### config.mk
export PLATFORM = sky130hd
export DESIGN_NAME = ddac_control
export DESIGN_NICKNAME = d
export VERILOG_FILES = /design/src/ddac_pkg.sv /design/src/ddac_control.sv
export SDC_FILE = /design/constraint.sdc
export NUM_CORES = 1
export LEC_CHECK = 0
export ABC_AREA = 1
export BUFFER_PORTS_ARGS = -buffer_cell sky130_fd_sc_hd__buf_4
export CAP_MARGIN = 20
export CORE_MARGIN = 5
export CORE_UTILIZATION = 33
export CTS_BUF_LIST = sky130_fd_sc_hd__clkbuf_8
export CTS_CLUSTER_SIZE = 40
export DETAILED_ROUTE_END_ITERATION = 6
export GPL_ROUTABILITY_DRIVEN = 0
export PLACE_DENSITY = 0.6
export SYNTH_ARGS = -nofsm -noshare
export SYNTH_HDL_FRONTEND = slang
export SYNTH_SLANG_ARGS = --single-unit
### constraint.sdc
create_clock -name clk_sys -period 1.4 [get_ports clk_sys]
set_input_delay 0.14 -clock clk_sys [delete_from_list [all_inputs] [get_ports clk_sys]]
set_output_delay 0.14 -clock clk_sys [all_outputs]
set_load 0.02 [all_outputs]
### src/ddac_pkg.sv
// package for the dual converter control block: register offsets, reset values, bit positions
// assumes an 8-bit special-function register bus with byte addresses
package ddac_pkg;
   localparam logic [7:0] CONV0_DATA_LOW_ADDR = 8'hF9;
   localparam logic [7:0] CONV0_DATA_HIGH_ADDR = 8'hFA;
   localparam logic [7:0] CONV1_DATA_LOW_ADDR = 8'hFB;
   localparam logic [7:0] CONV1_DATA_HIGH_ADDR = 8'hFC;
   localparam logic [7:0] CONV_CONTROL_ADDR = 8'hFD;
   localparam logic [7:0] DATA_RESET = 8'h00;
   localparam logic [7:0] CONTROL_RESET = 8'h04;
   localparam int BIT_MODE = 7;
   localparam int BIT_RANGE_SEL_1 = 6;
   localparam int BIT_RANGE_SEL_0 = 5;
   localparam int BIT_OUT_CLEAR_1 = 4;
   localparam int BIT_OUT_CLEAR_0 = 3;
   localparam int BIT_SYNC = 2;
   localparam int BIT_POWER_EN_1 = 1;
   localparam int BIT_POWER_EN_0 = 0;

   // register bus request from the core
   typedef struct packed {
      logic wrEn;
      logic rdEn;
      logic [7:0] addr;
      logic [7:0] wrData;
   } ddac_bus_t;

   // per-converter outputs toward the analog part
   typedef struct packed {
      logic [11:0] code;
      logic rangeSupply;
      logic clearOut;
      logic powerEn;
   } ddac_chan_t;
endpackage : ddac_pkg

### src/ddac_control.sv
// dual 12-bit converter control: five byte registers on the core register bus, update logic
// assumes the core bus is on clk_sys and presents one-cycle read and write strobes
`timescale 1ns/1ps
module ddac_control
   import ddac_pkg::*;
(
   input wire logic clk_sys,
   input wire logic rst_b,
   input ddac_pkg::ddac_bus_t busReq,
   output logic [7:0] rdData,
   output logic rdHit,
   output ddac_pkg::ddac_chan_t chan0,
   output ddac_pkg::ddac_chan_t chan1
);
   import ddac_pkg::*;

   // ************************************************************
   // register file
   // ************************************************************
   // byte registers, output codes and the registered read answer
   logic [7:0] low0_q, low0_d, high0_q, high0_d;
   logic [7:0] low1_q, low1_d, high1_q, high1_d;
   logic [7:0] ctrl_q, ctrl_d;
   logic [11:0] code0_q, code0_d, code1_q, code1_d;
   logic [7:0] rdData_q, rdData_d;
   logic rdHit_q, rdHit_d;
   logic [4:0] wrSel, rdSel;
   logic wrLow0, wrLow1, syncRise;

   // code formed from one converter's byte pair under the current mode
   function automatic logic [11:0] formCode(input logic [7:0] lo, input logic [7:0] hi,
                                            input logic eightBit);
      if (eightBit) begin
         formCode = {4'h0, lo};
      end else begin
         formCode = {hi[3:0], lo};
      end
   endfunction : formCode

   // one-hot select: bit 0 low0, 1 high0, 2 low1, 3 high1, 4 control
   function automatic logic [4:0] decodeAddr(input logic [7:0] addr);
      case (addr)
         CONV0_DATA_LOW_ADDR: decodeAddr = 5'h01;
         CONV0_DATA_HIGH_ADDR: decodeAddr = 5'h02;
         CONV1_DATA_LOW_ADDR: decodeAddr = 5'h04;
         CONV1_DATA_HIGH_ADDR: decodeAddr = 5'h08;
         CONV_CONTROL_ADDR: decodeAddr = 5'h10;
         default: decodeAddr = 5'h00;
      endcase
   endfunction : decodeAddr

   // ************************************************************
   // address decode
   // ************************************************************
   // unmapped addresses select nothing: writes drop, reads miss
   always_comb begin
      wrSel = 5'h00;
      rdSel = 5'h00;
      if (busReq.wrEn) begin
         wrSel = decodeAddr(busReq.addr);
      end
      if (busReq.rdEn) begin
         rdSel = decodeAddr(busReq.addr);
      end
   end

   // ************************************************************
   // control register
   // ************************************************************
   always_comb begin
      ctrl_d = ctrl_q;
      if (wrSel[4]) begin
         ctrl_d = busReq.wrData;
      end
   end

   always_ff @(posedge clk_sys) begin
      if (!rst_b) begin
         ctrl_q <= CONTROL_RESET;
      end else begin
         ctrl_q <= ctrl_d;
      end
   end

   // ************************************************************
   // converter 0 data bytes
   // ************************************************************
   always_comb begin
      low0_d = low0_q;
      high0_d = high0_q;
      if (wrSel[0]) begin
         low0_d = busReq.wrData;
      end
      if (wrSel[1]) begin
         high0_d = busReq.wrData;
      end
   end

   always_ff @(posedge clk_sys) begin
      if (!rst_b) begin
         low0_q <= DATA_RESET;
         high0_q <= DATA_RESET;
      end else begin
         low0_q <= low0_d;
         high0_q <= high0_d;
      end
   end

   // ************************************************************
   // converter 1 data bytes
   // ************************************************************
   always_comb begin
      low1_d = low1_q;
      high1_d = high1_q;
      if (wrSel[2]) begin
         low1_d = busReq.wrData;
      end
      if (wrSel[3]) begin
         high1_d = busReq.wrData;
      end
   end

   always_ff @(posedge clk_sys) begin
      if (!rst_b) begin
         low1_q <= DATA_RESET;
         high1_q <= DATA_RESET;
      end else begin
         low1_q <= low1_d;
         high1_q <= high1_d;
      end
   end

   // ************************************************************
   // output update
   // ************************************************************
   always_comb begin
      wrLow0 = wrSel[0];
      wrLow1 = wrSel[2];
      syncRise = ctrl_d[BIT_SYNC] && !ctrl_q[BIT_SYNC];
      code0_d = code0_q;
      code1_d = code1_q;
      if (syncRise) begin
         // held data goes out on both converters together
         code0_d = formCode(low0_d, high0_d, ctrl_d[BIT_MODE]);
         code1_d = formCode(low1_d, high1_d, ctrl_d[BIT_MODE]);
      end else if (ctrl_q[BIT_SYNC]) begin
         // low byte write completes the code
         if (wrLow0) begin
            code0_d = formCode(low0_d, high0_d, ctrl_q[BIT_MODE]);
         end
         if (wrLow1) begin
            code1_d = formCode(low1_d, high1_d, ctrl_q[BIT_MODE]);
         end
      end
   end

   always_ff @(posedge clk_sys) begin
      if (!rst_b) begin
         code0_q <= 12'h000;
         code1_q <= 12'h000;
      end else begin
         code0_q <= code0_d;
         code1_q <= code1_d;
      end
   end

   // ************************************************************
   // read path
   // ************************************************************
   always_comb begin
      rdData_d = 8'h00;
      rdHit_d = |rdSel;
      case (rdSel)
         5'h01: rdData_d = low0_q;
         5'h02: rdData_d = high0_q;
         5'h04: rdData_d = low1_q;
         5'h08: rdData_d = high1_q;
         5'h10: rdData_d = ctrl_q;
         default: rdData_d = 8'h00;
      endcase
   end

   always_ff @(posedge clk_sys) begin
      if (!rst_b) begin
         rdData_q <= 8'h00;
         rdHit_q <= 1'b0;
      end else begin
         rdData_q <= rdData_d;
         rdHit_q <= rdHit_d;
      end
   end

   // ************************************************************
   // read answer outputs and analog-side controls
   // ************************************************************
   always_comb begin
      rdData = rdData_q;
      rdHit = rdHit_q;
      chan0.code = code0_q;
      chan1.code = code1_q;
      chan1.rangeSupply = ctrl_q[BIT_RANGE_SEL_1];
      chan0.rangeSupply = ctrl_q[BIT_RANGE_SEL_0];
      chan1.clearOut = !ctrl_q[BIT_OUT_CLEAR_1];
      chan0.clearOut = !ctrl_q[BIT_OUT_CLEAR_0];
      chan1.powerEn = ctrl_q[BIT_POWER_EN_1];
      chan0.powerEn = ctrl_q[BIT_POWER_EN_0];
   end
endmodule : ddac_control

==> reports/results.txt, run 1 <==
Worst clock skew - 0.00792 ns
Max_cap viols - 0
Final instance area - 4110 sq um
Initial antenna violation count - 0
Synthesized Nets - 459
FILL cells - 964
Die X - 108 um
CTS tree - built
Avg Cell Area, Syn - 7.26 sq um
CTS HTree Levels - 3
Postcts setup bufs - 0
Unrepaired setup endpoints after global routing - false
Synth unique cells - 25
Initial Util - 34.2%
CTS Buf Count - 9
Crit Path Max Fanout - 20
Yosys top cell area share - 45.9%
Final setup viols - 0
Ant diodes - 0
Die area - 11700 sq um
Cell accounting for the most synthesized area - dfxtp_1
GRT Util Overall - 15.7%
Via density - 4.65
Max Clock Freq - 806 MHz
Footprint of the multi-input gates - 1400 sq um
Hold path start - busReq[3]
Most common cell in the synthesized netlist - dfxtp_1
Critical-path top delay cell - dfxtp_2
# clock sinks - 73
Synthesized area - 3190 sq um
Hold Vio Cnt, Final - 0
HPWL Detailed - 6.64 mm
Setup crit end kind - flip-flop
Synth Flop Type - dfxtp_1
Vias in the first global route - 2904
Critical path class - reg2reg
R2r setup slk - 0.16 ns
Clock buffer depth - 2
Power Density - 948 nW/um^2
Area Overhead vs Synth - 28.8%
TNS Setup - 0 ns
Final #Nets - 533
CP Cell Sequence - inv_1 -> nand4_2 -> nand2_1 -> buf_12 -> and2_1 -> nor2_1
Yosys warns - 0
Top Family by Delay on Critical Path - simple AND/OR/NAND/NOR gates
Clock Tree Root - clkbuf_8
Clk pin slew, worst setup/hold paths - 0.08 ns
Synth async-reset ratio - 0%
Post-synth EDFFs - 0
Highest Signal Layer - met4
WL met1 - 3.99 mm
Met3 wire len - 645 um
Die height - 108 um
Routed length per instance - 13.5 um
R2r startpoint - ctrl_q[2]$_SDFF_PN1_
Worst Max-Slew Pin Slew - 0.270 ns
ANT nets after route - 0
Core Util, Final - 44.0%
Initial drt markers - 157
Storage cell area - 1460 sq um
Peak supply drop - 0.000564 V
Core Area - 9330 sq um
Met2 WL - 3.96 mm
Post-synth top cells - dfxtp_1, nand2_1, nor2_1
Worst Hold Class - in2reg
Vias after detailed routing - 3006
Clock latency on the worst-skew pair - 0.34 ns
WP buf/inv - 2
Largest net degree at the start of global routing - 27
Congestion Overflow GR - 0
Register area share after synthesis - 45.9%
Placed inst area - 3910 sq um
Layout cells sized above 1 - 22.1%
Final-report max-slew violation count - 0
Critical path startpoint category - flip-flop
FF+latch count, synth - 73
Critical Path RT - 1.64 ns
DR pass1 iterations - 4
WL final - 8.72 mm
Final routed DRC violation total - 0
Main area contributors after synthesis - dfxtp_1, nand2_1, nor2_1
Port Buffers - 58
Cells after synthesis - 439
CP Launch Point - ctrl_q[2]$_SDFF_PN1_
Final Power - 3.89 mW
Row cnt - 35
First-pass GRT wire length - 14.4 mm
Min Tclk post-route - 1.24 ns
Post-CTS Hold Fix Bufs - 0
Period utilization - 88.6%
Max incr delay on CP - 0.35 ns
LEAKAGE - 1.87 nW
I/O pins - 59
WP data arrival - 1.48 ns
Rel. slew slack - 81.9%
Status - complete, no violations
-- cell families (layout without fill, tap and decap cells) --
| logic type | count (synthesis) | in the layout | share of synthesized area, % |
|---|---|---|---|
| flip-flops | 73 | 73 | 45.9 |
| AO/OA/AOI/OAI | 99 | 99 | 16.2 |
| buffers and inverters | 80 | 158 | 10.1 |
| AND/OR/NAND/NOR | 187 | 187 | 27.8 |
-- flip-flops by register name, summed over array words and instances (netlist names) --
name / count
code0_q: 12
code1_q: 12
ctrl_q: 8
high0_q: 8
high1_q: 8
rdHit: 1
low1_q: 8
low0_q: 8
rdData: 8
-- report_power, final --
part / total (mW) / switching (mW) / internal (mW)
combinational: 0.194 / 0.123 / 0.0708
sequential: 2.08 / 0.00182 / 2.08
clock: 1.62 / 0.757 / 0.858
-- final timing paths --
check,cells past startpoint,end
max,6,code1_q[4]$_SDFFE_PN0P_
max reg2reg,6,code1_q[4]$_SDFFE_PN0P_
min,3,low1_q[3]$_SDFF_PN0_
min reg2reg,2,high1_q[4]$_SDFFE_PN0P_
-- metrics by stage --
step | worst slack [ns] | std cells | hold WS (ns)
2_1_floorplan | 0.0987 | 439 | 0.300
5_1_grt | 0.0223 | 646 | 0.135
4_1_cts | 0.106 | 646 | 0.111
6_report | 0.159 | 646 | 0.129
3_5_place_dp | -0.119 | 631 | 0.437
3_3_place_gp | -0.131 | 631 | 0.434
-- routing by layer --
metal / global-route usage [%] / vias up
met4: 4.15 / 0
met5: 0 / -
li1: - / 1574
met3: 4.42 / 12
met1: 21.4 / 1333
met2: 24.2 / 87
-- worst min-delay path: cells and delay by family --
family	cells	cell delay, ns
AO/OA/AOI/OAI	1	0.09
AND/OR/NAND/NOR	1	0.08
buffers and inverters	1	0.13
-- placed cells by master, fill, tap and decap left out --
master	instances
a21oi_1	38
and2_1	8
buf_12	2
buf_4	84
bufinv_16	1
clkbuf_8	10
clkinv_2	2
clkinv_4	1
clkinvlp_4	1
dfxtp_1	72
dfxtp_2	1
inv_1	53
inv_2	4
nand2_1	69
nand2_2	1
nand3_1	18
nand3_2	2
nand3b_1	8
nand4_1	18
nand4_2	1
nor2_1	55
nor2_4	1
nor3_1	3
nor3_2	1
nor3_4	2
o21a_1	6
o21ai_0	38
o21ai_1	12
o22ai_1	5
-- what timing repair did --
item	4_1_cts	5_1_grt
endpoints found under the hold margin	0	0
setup endpoints to repair	0	1
resized for setup	0	1
-- area by class of cell --
class	instances	area share, %
Sequential cell	73	35.6
Multi-Input combinational cell	286	34.2
Timing Repair Buffer	86	16.3
Inverter	57	5.21
Tap cell	129	3.93
Clock buffer	10	3.35
Clock inverter	5	1.37
Power figures use the tool's default switching activity.
==> run 2: changes to the inputs <==
--- a/config.mk
+++ b/config.mk
@@ -9,12 +9,12 @@
 export BUFFER_PORTS_ARGS = -buffer_cell sky130_fd_sc_hd__buf_4
 export CAP_MARGIN = 20
 export CORE_MARGIN = 5
-export CORE_UTILIZATION = 33
+export CORE_UTILIZATION = 45
 export CTS_BUF_LIST = sky130_fd_sc_hd__clkbuf_8
 export CTS_CLUSTER_SIZE = 40
 export DETAILED_ROUTE_END_ITERATION = 6
 export GPL_ROUTABILITY_DRIVEN = 0
-export PLACE_DENSITY = 0.6
+export PLACE_DENSITY = 0.75
 export SYNTH_ARGS = -nofsm -noshare
 export SYNTH_HDL_FRONTEND = slang
 export SYNTH_SLANG_ARGS = --single-unit
==> constraint.sdc (replaced) <==
create_clock -name clk_sys -period 1.4 [get_ports clk_sys]
set_input_delay 0.07 -clock clk_sys [delete_from_list [all_inputs] [get_ports clk_sys]]
set_output_delay 0.07 -clock clk_sys [all_outputs]
set_load 0.02 [all_outputs]
==> reports/results.txt, run 2 (synthesis gave the netlist of run 1 again) <==
Status - complete, no violations (unchanged)
First-pass GRT wire length - 13.6 mm (was 14.4 mm)
Unrepaired setup endpoints after global routing - false (unchanged)
Final-report max-slew violation count - 0 (unchanged)
Core Util, Final - 59.7% (was 44.0%)
Final setup viols - 0 (unchanged)
Worst clock skew - 0.00619 ns (was 0.00792 ns)
Area Overhead vs Synth - 28.1% (was 28.8%)
Top Family by Delay on Critical Path - simple AND/OR/NAND/NOR gates (unchanged)
Final #Nets - 524 (was 533)
Initial drt markers - 308 (was 157)
Crit Path Max Fanout - 20 (unchanged)
Largest net degree at the start of global routing - 32 (was 27)
Biggest regs - code0_q (12), code1_q (12) (unchanged)
Worst Hold Class - in2reg (unchanged)
Port Buffers - 58 (unchanged)
Postcts setup bufs - 0 (unchanged)
WL final - 8.31 mm (was 8.72 mm)
Resized cells post-CTS - 0 (unchanged)
I/O pins - 59 (unchanged)
Max incr delay on CP - 0.35 ns (about the same)
Layout cells sized above 1 - 20.8% (was 22.1%)
TNS Setup - 0 ns (unchanged)
CTS Buf Count - 9 (unchanged)
Vias after detailed routing - 3038 (was 3006)
Critical path class - reg2reg (unchanged)
Clk pin slew, worst setup/hold paths - 0.08 ns (about the same)
Worst Max-Slew Pin Slew - 0.314 ns (was 0.270 ns)
WP data arrival - 1.50 ns (was 1.48 ns)
Hold Vio Cnt, Final - 0 (unchanged)
Most frequent cells in the layout - buf_4, dfxtp_1, nand2_1, nor2_1, inv_1 (unchanged)
Clock Tree Root - clkbuf_8 (unchanged)
Die area - 8870 sq um (was 11700 sq um)
Rel. slew slack - 79.1% (was 81.9%)
Min Tclk post-route - 1.25 ns (was 1.24 ns)
Clock latency on the worst-skew pair - 0.34 ns (about the same)
ANT nets after route - 0 (unchanged)
# clock sinks - 73 (unchanged)
Core Area - 6830 sq um (was 9330 sq um)
Row cnt - 30 (was 35)
Clock buffer depth - 2 (unchanged)
Final routed DRC violation total - 0 (unchanged)
Via density - 5.02 (was 4.65)
Power Density - 1090 nW/um^2 (was 948 nW/um^2)
Post-place setup slack - -0.0474 ns (was -0.119 ns)
Setup crit end kind - flip-flop (unchanged)
Final Power - 4.44 mW (was 3.89 mW)
Die height - 94.2 um (was 108 um)
Period utilization - 89.5% (was 88.6%)
Critical Path RT - 1.65 ns (was 1.64 ns)
Ant diodes - 0 (unchanged)
Initial Util - 46.6% (was 34.2%)
LEAKAGE - 1.87 nW (about the same)
PnR worst setup slack - 0.146 ns (was 0.159 ns)
Critical path startpoint category - flip-flop (unchanged)
HPWL Detailed - 6.10 mm (was 6.64 mm)
Max Clock Freq - 798 MHz (was 806 MHz)
GRT Util Overall - 19.5% (was 15.7%)
CTS tree - built (unchanged)
Post-CTS Hold Fix Bufs - 0 (unchanged)
Initial antenna violation count - 0 (unchanged)
Die X - 94.2 um (was 108 um)
CTS HTree Levels - 3 (unchanged)
Peak supply drop - 0.000675 V (was 0.000564 V)
Max_cap viols - 0 (unchanged)
Most common cell after layout, fill and taps aside - buf_4 (unchanged)
Vias in the first global route - 2834 (was 2904)
DR pass1 iterations - 4 (unchanged)
WP buf/inv - 2 (unchanged)
Routed length per instance - 13.7 um (was 13.5 um)
Critical-path top delay cell - dfxtp_2 (unchanged)
Congestion Overflow GR - 0 (unchanged)
CP Cell Sequence - inv_1 -> nand4_2 -> nand2_1 -> buf_12 -> and2_1 -> nor2_1 (unchanged)
-- run 2: cell types whose count changed in the layout (fill, tap and decap cells not counted) --
cell,delta
clkbuf_8,-1
buf_12,+1
clkinv_2,-1
clkinv_4,+1
buf_4,-10
bufinv_16,+3
clkinvlp_4,-1
-- run 2: cell type report --
cell class              instances  area, sq um
fillers                       668         2750
flip-flops and latches         73         1460
multi-input cells             286         1400
clock buffers                   9          124
well taps                      96          120
inverters                      57          214
clock inverters                 7          143
repair buffers                 77          616
-- run 2: through the flow --
stage | std cells | area (sq um) | hold slack, ns
6_report | 605 | 4080 | 0.0151
3_5_place_dp | 589 | 3810 | 0.377
3_3_place_gp | 589 | 3810 | 0.356
2_1_floorplan | 439 | 3190 | 0.230
5_1_grt | 605 | 4080 | 0.0226
4_1_cts | 605 | 4080 | 0.00289
-- run 2: layer usage --
layer | global-route usage (%) | vias to the layer above | routed length (um) | part of all wire [%]
met5 | 0 | - | 0 | 0
met4 | 6.38 | 0 | 154 | 1.9
met3 | 4.49 | 14 | 563 | 6.8
met2 | 30.1 | 111 | 3830 | 46
met1 | 26.7 | 1358 | 3760 | 45
li1 | - | 1555 | - | -
-- run 2: path summary, 6_finish.rpt --
| kind | slack (ns) | end | start | depth (start not counted) |
|---|---|---|---|---|
| setup / recovery | 0.15 | code1_q[5]$_SDFFE_PN0P_ | ctrl_q[2]$_SDFF_PN1_ | 6 |
| hold / removal | 0.02 | ctrl_q[2]$_SDFF_PN1_ | rst_b | 2 |
| setup reg to reg | 0.15 | code1_q[5]$_SDFFE_PN0P_ | ctrl_q[2]$_SDFF_PN1_ | 6 |
| hold reg to reg | 0.45 | high1_q[4]$_SDFFE_PN0P_ | high1_q[4]$_SDFFE_PN0P_ | 2 |
-- run 2: worst reg2reg max path: stages, from the launching register on --
cell and delay [ns]:
dfxtp_2 0.35, inv_1 0.12, nand4_2 0.17, nand2_1 0.15, buf_12 0.15, and2_1 0.16, nor2_1 0.05
-- run 2: report_power, final --
part / total [mW] / switching, mW / internal (mW)
clock network: 2.17 / 0.804 / 1.37
logic: 0.187 / 0.121 / 0.0659
registers: 2.08 / 0.00182 / 2.08
